## src/hdl/icw_pkg.sv

```systemverilog
// Constants, types and helpers for the interrupt command word decoder
// Function
// - Word four bit 4 allows same-channel nesting
// - Word four bit 1 ends service automatically
// - Odd address mask writes outside initialization
// - Even address, bit 4 clear: operational words
// - Mask bit one blocks same-index request
// - Mask bit leaves lower priorities untouched
// - Init word one clears all mask bits
// - Command bits 7-5, codes 000 to 011
// - Command bits 7-5, codes 100 to 111
// - Bits 2-0 name channel for specific commands
// - Even address, bit 4 set: init word one
package icw_pkg;

   localparam logic [7:0] EOI_PRIORITY_COMMAND_OFFSET = 8'h20;
   localparam logic [7:0] INIT_WORD_FOUR_OFFSET       = 8'h21;
   localparam logic [7:0] REQUEST_MASK_OFFSET         = 8'h21;
   localparam logic       EVEN_A0 = EOI_PRIORITY_COMMAND_OFFSET[0];
   localparam logic       ODD_A0  = REQUEST_MASK_OFFSET[0];

   localparam int INIT_SEL_BIT  = 4;
   localparam int WORD3_SEL_BIT = 3;
   localparam int SINGLE_BIT    = 1;
   localparam int NEST_BIT      = 4;
   localparam int AUTO_END_BIT  = 1;
   localparam int CMD_MSB       = 7;
   localparam int CMD_LSB       = 5;
   localparam int LEVEL_MSB     = 2;
   localparam int VEC_LSB       = 3;

   localparam logic [7:0] MASK_RESET  = 8'h00;
   localparam logic [7:0] ISR_RESET   = 8'h00;
   localparam logic [2:0] LOW_RESET   = 3'h7;
   localparam logic [4:0] VEC_RESET   = 5'h00;
   localparam logic [7:0] DATA_RESET  = 8'h00;
   localparam logic [2:0] SPURIOUS_CH = 3'h7;

   localparam logic [2:0] CMD_CLR_ROT_AUTO = 3'h0;
   localparam logic [2:0] CMD_NONSPEC_EOI  = 3'h1;
   localparam logic [2:0] CMD_NOP          = 3'h2;
   localparam logic [2:0] CMD_SPEC_EOI     = 3'h3;
   localparam logic [2:0] CMD_SET_ROT_AUTO = 3'h4;
   localparam logic [2:0] CMD_ROT_NONSPEC  = 3'h5;
   localparam logic [2:0] CMD_SET_PRIO     = 3'h6;
   localparam logic [2:0] CMD_ROT_SPEC     = 3'h7;

   typedef enum logic [1:0] {
      ST_OPER,
      ST_TWO,
      ST_THREE,
      ST_FOUR
   } init_state_type;

   typedef enum logic [1:0] {
      ACK_IDLE,
      ACK_FIRST,
      ACK_SECOND
   } ack_state_type;

   // Rank 0 is the highest priority: the channel just after the lowest
   function automatic logic [2:0] rank_of(input logic [2:0] ch,
                                          input logic [2:0] low);
      rank_of = 3'(ch - low - 3'h1);
   endfunction

endpackage

```

## src/hdl/icw_ctrl.sv

```systemverilog
// Command word decoder, mask and in-service logic of one controller
`timescale 1ns/1ps
`default_nettype none
module icw_ctrl
   import icw_pkg::*;
(
   input  wire logic       i_clk,
   input  wire logic       i_rst,
   input  wire logic       i_cs,
   input  wire logic       i_a0,
   input  wire logic       i_wr,
   input  wire logic       i_rd,
   input  wire logic [7:0] i_data,
   input  wire logic       i_ack,
   input  wire logic [7:0] i_req,
   output logic      [7:0] o_data,
   output logic            o_int,
   output logic      [7:0] o_vector,
   output logic      [7:0] o_in_service
);

   localparam int PIN_W = 11;

   // Three-stage pin synchronisers with agreement filter
   logic [PIN_W-1:0] s0_r, s1_r, s2_r, lvl_r;
   logic [PIN_W-1:0] s0_nxt, s1_nxt, s2_nxt, lvl_nxt;
   logic [PIN_W-1:0] rise, fall;

   always_comb begin
      s0_nxt  = {i_req, i_ack, i_rd, i_wr};
      s1_nxt  = s0_r;
      s2_nxt  = s1_r;
      lvl_nxt = (s1_r & s2_r) | (lvl_r & (s1_r | s2_r));
      rise    = s1_r & s2_r & ~lvl_r;
      fall    = ~s1_r & ~s2_r & lvl_r;
   end

   always_ff @(posedge i_clk or posedge i_rst) begin
      if (i_rst) begin
         s0_r  <= '0;
         s1_r  <= '0;
         s2_r  <= '0;
         lvl_r <= '0;
      end else begin
         s0_r  <= s0_nxt;
         s1_r  <= s1_nxt;
         s2_r  <= s2_nxt;
         lvl_r <= lvl_nxt;
      end
   end

   // Address and data are held stable by the bus while the strobe is
   // active, so they are sampled directly when the filtered strobe rises
   logic       wr_ev, rd_ev, ack_rise, ack_fall, cmd_ev;
   logic [7:0] req_lvl;
   logic [2:0] cmd, lvl;

   assign wr_ev    = rise[0] & i_cs;
   assign rd_ev    = rise[1] & i_cs;
   assign ack_rise = rise[2];
   assign ack_fall = fall[2];
   assign req_lvl  = lvl_r[10:3];
   assign cmd      = i_data[CMD_MSB:CMD_LSB];
   assign lvl      = i_data[LEVEL_MSB:0];
   assign cmd_ev   = wr_ev & (i_a0 == EVEN_A0) & ~i_data[INIT_SEL_BIT]
                     & ~i_data[WORD3_SEL_BIT];

   logic [7:0]     mask_r, isr_r, mask_nxt, isr_nxt;
   logic [2:0]     low_r, low_nxt;
   logic [4:0]     vec_r, vec_nxt;
   logic           nest_r, auto_end_r, rot_auto_r, single_r;
   logic           nest_nxt, auto_end_nxt, rot_auto_nxt, single_nxt;
   init_state_type state_r, state_nxt;
   ack_state_type  ack_r, ack_nxt;
   logic [7:0]     data_r, data_nxt, vector_r, vector_nxt;
   logic           int_r, int_nxt;

   logic [7:0] pending;
   logic [2:0] req_ch, isr_ch;
   logic       req_any, isr_any, grant;

   // A masked channel simply drops out; its in-service bit still gates
   assign pending = req_lvl & ~mask_r
                    & (nest_r ? 8'hFF : ~isr_r);

   prio_pick u_req_pick (
      .i_bits (pending),
      .i_low  (low_r),
      .o_ch   (req_ch),
      .o_any  (req_any)
   );

   prio_pick u_isr_pick (
      .i_bits (isr_r),
      .i_low  (low_r),
      .o_ch   (isr_ch),
      .o_any  (isr_any)
   );

   // Equal level passes only with nesting on, fixed or rotated order alike
   assign grant = req_any & (~isr_any
                  | (rank_of(req_ch, low_r) < rank_of(isr_ch, low_r))
                  | (nest_r & (req_ch == isr_ch)));

   always_comb begin
      mask_nxt     = mask_r;
      isr_nxt      = isr_r;
      low_nxt      = low_r;
      vec_nxt      = vec_r;
      nest_nxt     = nest_r;
      auto_end_nxt = auto_end_r;
      rot_auto_nxt = rot_auto_r;
      single_nxt   = single_r;
      state_nxt    = state_r;
      ack_nxt      = ack_r;
      data_nxt     = data_r;
      vector_nxt   = vector_r;
      int_nxt      = grant;
      if (wr_ev && i_a0 == ODD_A0) begin
         unique case (state_r)
            ST_OPER: mask_nxt = i_data;
            ST_TWO: begin
               vec_nxt   = i_data[7:VEC_LSB];
               state_nxt = single_r ? ST_FOUR : ST_THREE;
            end
            ST_THREE: state_nxt = ST_FOUR;
            ST_FOUR: begin
               nest_nxt     = i_data[NEST_BIT];
               auto_end_nxt = i_data[AUTO_END_BIT];
               state_nxt    = ST_OPER;
            end
         endcase
      end else if (wr_ev && i_data[INIT_SEL_BIT]) begin
         mask_nxt     = MASK_RESET;
         low_nxt      = LOW_RESET;
         rot_auto_nxt = 1'b0;
         single_nxt   = i_data[SINGLE_BIT];
         state_nxt    = ST_TWO;
      end else if (wr_ev) begin
         state_nxt = ST_OPER;
      end
      if (cmd_ev) begin
         unique case (cmd)
            CMD_CLR_ROT_AUTO: rot_auto_nxt = 1'b0;
            CMD_NONSPEC_EOI: begin
               if (isr_any) isr_nxt[isr_ch] = 1'b0;
            end
            CMD_NOP: ;
            CMD_SPEC_EOI: isr_nxt[lvl] = 1'b0;
            CMD_SET_ROT_AUTO: rot_auto_nxt = 1'b1;
            CMD_ROT_NONSPEC: begin
               if (isr_any) begin
                  isr_nxt[isr_ch] = 1'b0;
                  low_nxt         = isr_ch;
               end
            end
            CMD_SET_PRIO: low_nxt = lvl;
            CMD_ROT_SPEC: begin
               isr_nxt[lvl] = 1'b0;
               low_nxt      = lvl;
            end
         endcase
      end
      // Acknowledge work comes last so a new service bit beats a clear
      unique case (ack_r)
         ACK_IDLE: begin
            if (ack_rise) begin
               ack_nxt = ACK_FIRST;
               if (grant) isr_nxt[req_ch] = 1'b1;
               vector_nxt = {vec_r, grant ? req_ch : SPURIOUS_CH};
            end
         end
         ACK_FIRST: if (ack_rise) ack_nxt = ACK_SECOND;
         ACK_SECOND: begin
            if (ack_fall) begin
               ack_nxt = ACK_IDLE;
               if (auto_end_r && isr_any) begin
                  isr_nxt[isr_ch] = 1'b0;
                  if (rot_auto_r) low_nxt = isr_ch;
               end
            end
         end
         default: ack_nxt = ACK_IDLE;
      endcase
      if (rd_ev) data_nxt = (i_a0 == ODD_A0) ? mask_r : isr_r;
   end

   always_ff @(posedge i_clk or posedge i_rst) begin
      if (i_rst) begin
         mask_r     <= MASK_RESET;
         isr_r      <= ISR_RESET;
         low_r      <= LOW_RESET;
         vec_r      <= VEC_RESET;
         nest_r     <= 1'b0;
         auto_end_r <= 1'b0;
         rot_auto_r <= 1'b0;
         single_r   <= 1'b0;
         state_r    <= ST_OPER;
         ack_r      <= ACK_IDLE;
         data_r     <= DATA_RESET;
         vector_r   <= DATA_RESET;
         int_r      <= 1'b0;
      end else begin
         mask_r     <= mask_nxt;
         isr_r      <= isr_nxt;
         low_r      <= low_nxt;
         vec_r      <= vec_nxt;
         nest_r     <= nest_nxt;
         auto_end_r <= auto_end_nxt;
         rot_auto_r <= rot_auto_nxt;
         single_r   <= single_nxt;
         state_r    <= state_nxt;
         ack_r      <= ack_nxt;
         data_r     <= data_nxt;
         vector_r   <= vector_nxt;
         int_r      <= int_nxt;
      end
   end

   assign o_data       = data_r;
   assign o_int        = int_r;
   assign o_vector     = vector_r;
   assign o_in_service = isr_r;
endmodule
`default_nettype wire

```

## src/hdl/prio_pick.sv

```systemverilog
// Picks the highest-priority set bit under a rotating lowest channel
`timescale 1ns/1ps
`default_nettype none
module prio_pick
   import icw_pkg::*;
(
   input  wire logic [7:0] i_bits,
   input  wire logic [2:0] i_low,
   output logic      [2:0] o_ch,
   output logic            o_any
);

   always_comb begin
      o_ch  = SPURIOUS_CH;
      o_any = 1'b0;
      // Walk from rank 7 down to rank 0 so the best candidate wins last
      for (int k = 7; k >= 0; k--) begin
         if (i_bits[3'(i_low + 3'(k) + 3'h1)]) begin
            o_ch  = 3'(i_low + 3'(k) + 3'h1);
            o_any = 1'b1;
         end
      end
   end

endmodule
`default_nettype wire

```

## config.mk

```make
export PLATFORM = sky130hd
export DESIGN_NAME = icw_ctrl
export DESIGN_NICKNAME = d
export VERILOG_FILES = /design/src/hdl/icw_pkg.sv /design/src/hdl/icw_ctrl.sv /design/src/hdl/prio_pick.sv
export SDC_FILE = /design/constraint.sdc
export NUM_CORES = 1
export LEC_CHECK = 0
export BUFFER_PORTS_ARGS = -buffer_cell sky130_fd_sc_hd__buf_4
export CAP_MARGIN = 20
export CORE_MARGIN = 5
export CORE_UTILIZATION = 35
export DETAILED_ROUTE_END_ITERATION = 8
export GPL_TIMING_DRIVEN = 1
export PLACE_DENSITY_LB_ADDON = 0.12
export SLEW_MARGIN = 25
export SYNTH_ARGS = -nofsm -noshare
export SYNTH_HDL_FRONTEND = slang
export SYNTH_HIERARCHICAL = 1
export SYNTH_SLANG_ARGS = --single-unit
export TNS_END_PERCENT = 100
```

## constraint.sdc

```tcl
create_clock -name i_clk -period 6.6 [get_ports i_clk]
set_input_delay 1.32 -clock i_clk [delete_from_list [all_inputs] [get_ports i_clk]]
set_output_delay 1.32 -clock i_clk [all_outputs]
set_load 0.05 [all_outputs]
```

==> summary.md, run 1 <==
| Metric | Value |
|---|---|
| Outcome | finished, final reports clean |
| Crit path DAT | 5.98 ns |
| Cell Rows | 49 |
| Global-route wire length before repair | 27530 µm |
| CP Class | reg -> reg |
| Post-synth EDFFs | 0 |
| CP Buf/Inv Count | 3 |
| Final critical-path share of the clock period | 87.23% |
| Core Region | 0.01796 mm² |
| Worst-Skew Late Latency | 0.34 ns |
| Power density over the cells | 421.6 mW/mm² |
| Yosys top cell area share | 35.30% |
| Primary FF master, synth | dfrtp_1 |
| # port buffers | 47 |
| Final TNS setup | 0 ns |
| Layout cells sized above 1 | 22.38% |
| Fin crit period | 5.757 ns |
| Iter 0 DRT Violations | 482 |
| Max rail drop VDD | 0.1775 mV |
| FMAX | 173.7 MHz |
| Io pins | 48 |
| Post-CTS Hold Fix Bufs | 0 |
| Detailed-route DRC error count | 0 |
| Detail Placement HPWL | 11790 µm |
| Area growth, synth to finish | 11.53% |
| Via count | 4914 |
| Max Buffers Root-to-Sink | 2 |
| Number of max-cap violations | 0 |
| R2r setup slk | 0.84 ns |
| Post-synthesis cell type count | 62 |
| Synth top area cells | dfrtp_1 (35%), mux4_2 (8.5%), mux2i_1 (6.1%) |
| P_leak | 0.002975 µW |
| Post-cts gate resize count | 0 |
| Tot GR Track Use | 15.81% |
| CP Capture Type | flop |
| Chip width | 145.0 µm |
| Final setup viols | 0 |
| Via density | 5.721 |
| Inserted Diodes | 0 |
| Placer Congestion | 0.8671 |
| Slew headroom | 44.43% |
| Post-layout power | 3000 µW |
| FF-to-FF Start | low_r[1] |
| Pin count of the biggest net entering global routing | 60 |
| Chip Height | 145.0 µm |
| Post-synth ARST share | 100.0% |
| CTS tree | done |
| Initial Util | 35.52% |
| H-tree depth | 3 |
| Mapped Cells | 593 |
| Hold Path Stages | 0 |
| Hold Path Class | reg -> reg |
| Nets@finish | 660 |
| Leading area contributor after synthesis | dfrtp_1 |
| Root Driver | clkbuf_16 |
| Wire length per cell | 19.21 µm |
| Final hold viol count | 0 |
| Hold Path Origin | s0_r[6] |
| Crit-path max FO | 18 |
| Crit-path leading delay family | adder cells |
| DRT Pass-1 Iters | 5 |
| Setup bufs post-CTS | 0 |
| Clk_skew | 0.004504 ns |
| Worst path slowest cell | ha_1 |
| R2R Path End | o_vector[2] |
| Synthesized flop and latch total | 93 |
| Cell Area, Synth | 0.006380 mm² |
| Slew @ Worst Pin | 0.8320 ns |
| CP peak stage delay | 0.78 ns |
| Register area share after synthesis | 36.54% |
| Post-Syn Nets | 628 |
| CP Data Required Time | 6.82 ns |
| Grt ovf | 0 |
| Worst Reg-to-Reg Cells | 18 |
| Count leader, synth | dfrtp_1 |
| Synthesized area per cell | 10.76 µm² |
| Clk pin slew, worst setup/hold paths | 0.07 ns |
| Crit path cell chain | inv_1, ha_1, mux4_1, mux2i_1, or3_1, a31oi_1, or3_1, a21oi_1, buf_4, inv_1, fa_1, xnor2_1, xnor2_1, ha_1, a21o_1, a31oi_1, o21ai_2, o32a_2 |
| Vias in the first global route | 5059 |
| Clock Sink Count | 93 |
| Max Slew Vio Count | 0 |
| Num CTS Buffers | 9 |
| Synth top cells by count | dfrtp_1 (90), nand2_1 (57), o21ai_0 (41) |
| YS warnings | 6 |
| RSZ-0062 raised after global routing | false |
| Initial antenna violation count | 0 |
| Antenna Nets Post-Route | 0 |
| Die area | 0.02103 mm² |
| CP Launch Type | flop |
| WHS Endpoint | s1_r[6] |
| Total detailed-routing wirelength | 16500 µm |
## through the flow
step	cell area [µm²]	instances	worst slack, ns	hold slack [ns]	util, %
2_1_floorplan	6380	593	1.480	0.3312	-
3_3_place_gp	6807	843	0.9937	0.3316	37.89
3_5_place_dp	6807	843	0.8989	0.3364	37.89
4_1_cts	7116	859	0.8793	0.3524	39.61
5_1_grt	7116	859	0.4776	0.3543	39.61
6_report	7116	859	0.8429	0.3496	39.61
## cell type report
class                           count  area (µm²)
Fill cell                        1782       10850
Sequential cell                    93        2331
Clock inverter                      5       66.31
Tap cell                          229       286.5
Multi-Input combinational cell    430        3601
Timing Repair Buffer               65       488.0
Inverter                           26       100.1
Clock buffer                       11       242.7
## worst max path at each step
stage / cells past startpoint / slack, ns / from / to
floorplan: 22 / 1.48 / low_r[1] / o_vector[1]
detailed placement: 18 / 0.90 / low_r[1] / o_vector[2]
CTS: 18 / 0.88 / low_r[1] / o_vector[2]
global placement: 18 / 0.99 / low_r[1] / o_vector[2]
finish: 18 / 0.84 / low_r[1] / o_vector[2]
global route: 18 / 0.48 / low_r[1] / o_in_service[1]
## state kept, by name, indices dropped and copies added, names as in the netlist
name,count
single_r,1
o_in_service,8
state_r,2
auto_end_r,1
nest_r,1
vec_r,5
s2_r,11
lvl_r,11
o_vector,8
s1_r,11
o_data,8
rot_auto_r,1
o_int,1
low_r,3
mask_r,8
s0_r,11
ack_r,2
## power breakdown
group	leakage, µW	switching, µW	internal, µW
logic	0.00173	1010	692
registers	0.00110	102	657
clock network	0.000149	227	310
total	0.00298	1340	1660
## cell usage in the layout (no fill, tap or decap), drive strengths merged, types with 11 or more instances in the layout
cell type   n
a211oi     13
a21oi      22
a31oi      14
buf        65
clkbuf     11
dfrtp      90
inv        29
mux2       20
mux2i      41
mux4       32
nand2      57
nor2       36
o21ai      44
## per-layer routing
| layer | wire, µm | global-route usage, % |
|---|---|---|
| met5 | 0 | 0 |
| met4 | 318 | 5.132 |
| met3 | 896 | 3.087 |
| met2 | 7879 | 25.35 |
| met1 | 7406 | 21.59 |
## kinds of logic (layout without fill, tap and decap cells)
family / Yosys count / in the layout / synth area share (%)
xor+xnor: 16 / 16 / 2.628
compound gates: 133 / 133 / 13.75
buf+inv: 70 / 107 / 7.100
fa+ha+maj: 22 / 22 / 4.158
simple gates: 166 / 166 / 13.71
mux: 93 / 93 / 22.12
flops: 93 / 93 / 36.54
No activity file was read; power rests on OpenSTA's default activity.
==> run 2, diff against run 1 <==
Settings changed: PLACE_DENSITY set to 0.55, PLACE_DENSITY_LB_ADDON 0.12 to not set.
==> summary.md, run 2 (synthesized netlist as in run 1, its figures left out) <==
| Metric | Value |
|---|---|
| Via density | 5.677 (was 5.721) |
| Number of max-cap violations | 0 (unchanged) |
| Crit path DAT | 6.04 ns (was 5.98 ns) |
| Initial Util | 35.52% (unchanged) |
| Final instance area | 0.007163 mm² (was 0.007116 mm²) |
| Placed inst area | 0.006814 mm² (was 0.006807 mm²) |
| Iter 0 DRT Violations | 298 (was 482) |
| CTS tree | done (unchanged) |
| Clk_skew | 0.007665 ns (was 0.004504 ns) |
| # port buffers | 47 (unchanged) |
| Hold Path Class | reg -> reg (unchanged) |
| Nets@finish | 661 (was 660) |
| Filler cell count | 1744 (was 1782) |
| Worst Reg-to-Reg Cells | 18 (unchanged) |
| CP Launch Type | flop (unchanged) |
| Layout cells sized above 1 | 22.98% (was 22.38%) |
| Top Metal Used | met4 (unchanged) |
| Gate power share | 56.3% (was 56.8%) |
| Wire length per cell | 18.92 µm (was 19.21 µm) |
| Final setup viols | 0 (unchanged) |
| Vias in the first global route | 4950 (was 5059) |
| Sequential Area | 0.002331 mm² (unchanged) |
| R2r setup slk | 0.79 ns (was 0.84 ns) |
| Reg power frac | 24.7% (was 25.3%) |
| Internal Power | 1694 µW (was 1658 µW) |
| Io pins | 48 (unchanged) |
| Initial antenna violation count | 0 (unchanged) |
| Setup bufs post-CTS | 0 (unchanged) |
| Sw Pwr | 1342 µW (was 1341 µW) |
| Root Driver | clkbuf_16 (unchanged) |
| Antenna Nets Post-Route | 0 (unchanged) |
| Max Slew Vio Count | 0 (unchanged) |
| Core Region | 0.01796 mm² (unchanged) |
| FF-to-FF Start | low_r[0] (was low_r[1]) |
| Slew headroom | 29.66% (was 44.43%) |
| Clk pin slew, worst setup/hold paths | 0.07 ns (about the same) |
| R2R Path End | o_vector[2] (unchanged) |
| Max rail drop VDD | 0.2044 mV (was 0.1775 mV) |
| Clock network power share | 19.0% (was 17.9%) |
| CP endpoint | o_vector[2] (unchanged) |
| CP Data Required Time | 6.83 ns (was 6.82 ns) |
| Fraction of power spent switching nets | 44.19% (was 44.72%) |
| Die area | 0.02103 mm² (unchanged) |
| Critical Path Source | low_r[0] (was low_r[1]) |
| Clock Sink Count | 93 (unchanged) |
| DRT Pass-1 Iters | 4 (was 5) |
| Area of the multi-input gates | 0.003611 mm² (was 0.003601 mm²) |
| Via count | 4882 (was 4914) |
| Detail Placement HPWL | 11510 µm (was 11790 µm) |
| Max Buffers Root-to-Sink | 2 (unchanged) |
| Fin crit period | 5.808 ns (was 5.757 ns) |
| Slew @ Worst Pin | 1.049 ns (was 0.8320 ns) |
| Chip Height | 145.0 µm (unchanged) |
| Tot GR Track Use | 15.20% (was 15.81%) |
| Metal2 WL | 7974 µm (was 7879 µm) |
| Crit-path max FO | 18 (unchanged) |
| H-tree depth | 3 (unchanged) |
| FMAX | 172.2 MHz (was 173.7 MHz) |
| P_leak | 0.002996 µW (was 0.002975 µW) |
| Area growth, synth to finish | 12.28% (was 11.53%) |
| Post-CTS Hold Fix Bufs | 0 (unchanged) |
| Placer Congestion | 0.9029 (was 0.8671) |
| Detailed-route DRC error count | 0 (unchanged) |
| Pin count of the biggest net entering global routing | 68 (was 60) |
| Num CTS Buffers | 9 (unchanged) |
| Outcome | finished, final reports clean (unchanged) |
| Worst-Skew Late Latency | 0.34 ns (about the same) |
| Post-cts gate resize count | 0 (unchanged) |
| Total detailed-routing wirelength | 16280 µm (was 16500 µm) |
| Final critical-path share of the clock period | 88.01% (was 87.23%) |
| Most common cell after layout, fill and taps aside | dfrtp_1 (unchanged) |
| Chip width | 145.0 µm (unchanged) |
| Inserted Diodes | 0 (unchanged) |
| CP Class | reg -> reg (unchanged) |
| Metal-1 WL | 7390 µm (was 7406 µm) |
| Hold Path Origin | s0_r[4] (was s0_r[6]) |
| RSZ-0062 raised after global routing | false (unchanged) |
| CP Capture Type | flop (unchanged) |
| Power density over the cells | 423.8 mW/mm² (was 421.6 mW/mm²) |
| Grt ovf | 0 (unchanged) |
| Final hold viol count | 0 (unchanged) |
| Most frequent cells in the layout | dfrtp_1 (90), buf_4 (66), nand2_1 (57) (was dfrtp_1 (90), buf_4 (65), nand2_1 (57)) |
| WL met3 | 761 µm (was 896 µm) |
| Cell Rows | 49 (unchanged) |
| Final TNS setup | 0 ns (unchanged) |
| Global-route wire length before repair | 26590 µm (was 27530 µm) |
run 2: cell types whose count changed in the layout (fill, tap and decap cells not counted), sizes merged:
cell	change
buf	+1
inv	+1
clkinvlp	-1
bufinv	+1
clkbuf	-1
run 2: routing by layer:
metal	vias to the layer above	track usage, %
met4	0	4.143
met3	12	2.806
met1	2456	20.94
li1	2281	-
met5	-	0
met2	133	24.68
run 2: power groups by stage:
stage / logic (µW) / clock network [µW] / registers [µW]
floorplan: 1280 / 0 / 858
global placement: 1670 / 0 / 753
detailed placement: 1700 / 0 / 759
CTS: 1700 / 596 / 750
global route: 1870 / 622 / 763
finish: 1710 / 577 / 749
run 2: final cells by class:
type | instances | share of cell area (%)
clock buffers | 10 | 3.336
well taps | 229 | 4.000
flip-flops and latches | 93 | 32.54
clock inverters | 6 | 1.397
repair buffers | 66 | 6.917
inverters | 26 | 1.397
multi-input cells | 430 | 50.41
run 2: how the worst min path moves through the flow:
stage                     depth (start not counted)  slack (ns)       to
after floorplan                                   0        0.33  s1_r[0]
after global placement                            0        0.33  s1_r[2]
after detailed placement                          0        0.33  s1_r[4]
after CTS                                         0        0.35  s1_r[4]
after global routing                              0        0.36  s1_r[5]
final                                             0        0.34  s1_r[4]
run 2: per-stage QoR:
step | power [µW] | setup WS (ns) | hold slack [ns] | utilization [%] | std cells
finish | 3036 | 0.7916 | 0.3447 | 39.88 | 860
global route | 3251 | 0.4133 | 0.3571 | 39.88 | 860
CTS | 3050 | 0.8270 | 0.3505 | 39.82 | 860
detailed placement | 2458 | 0.8391 | 0.3347 | 37.93 | 844
global placement | 2426 | 0.9497 | 0.3313 | 37.90 | 844
floorplan | 2142 | 1.480 | 0.3312 | - | 593
run 2: worst max-delay path, stage by stage (launching register included):
cell and delay (ns):
dfstp_2 0.70, inv_2 0.16, ha_1 0.82, mux4_1 0.70
mux2i_1 0.24, or3_1 0.16, a31oi_1 0.08, or3_1 0.33
a21oi_1 0.16, buf_4 0.17, inv_1 0.12, fa_1 0.43
xnor2_1 0.15, xnor2_1 0.13, ha_1 0.34, a21o_1 0.18
a31oi_1 0.22, o21ai_2 0.20, o32a_2 0.39
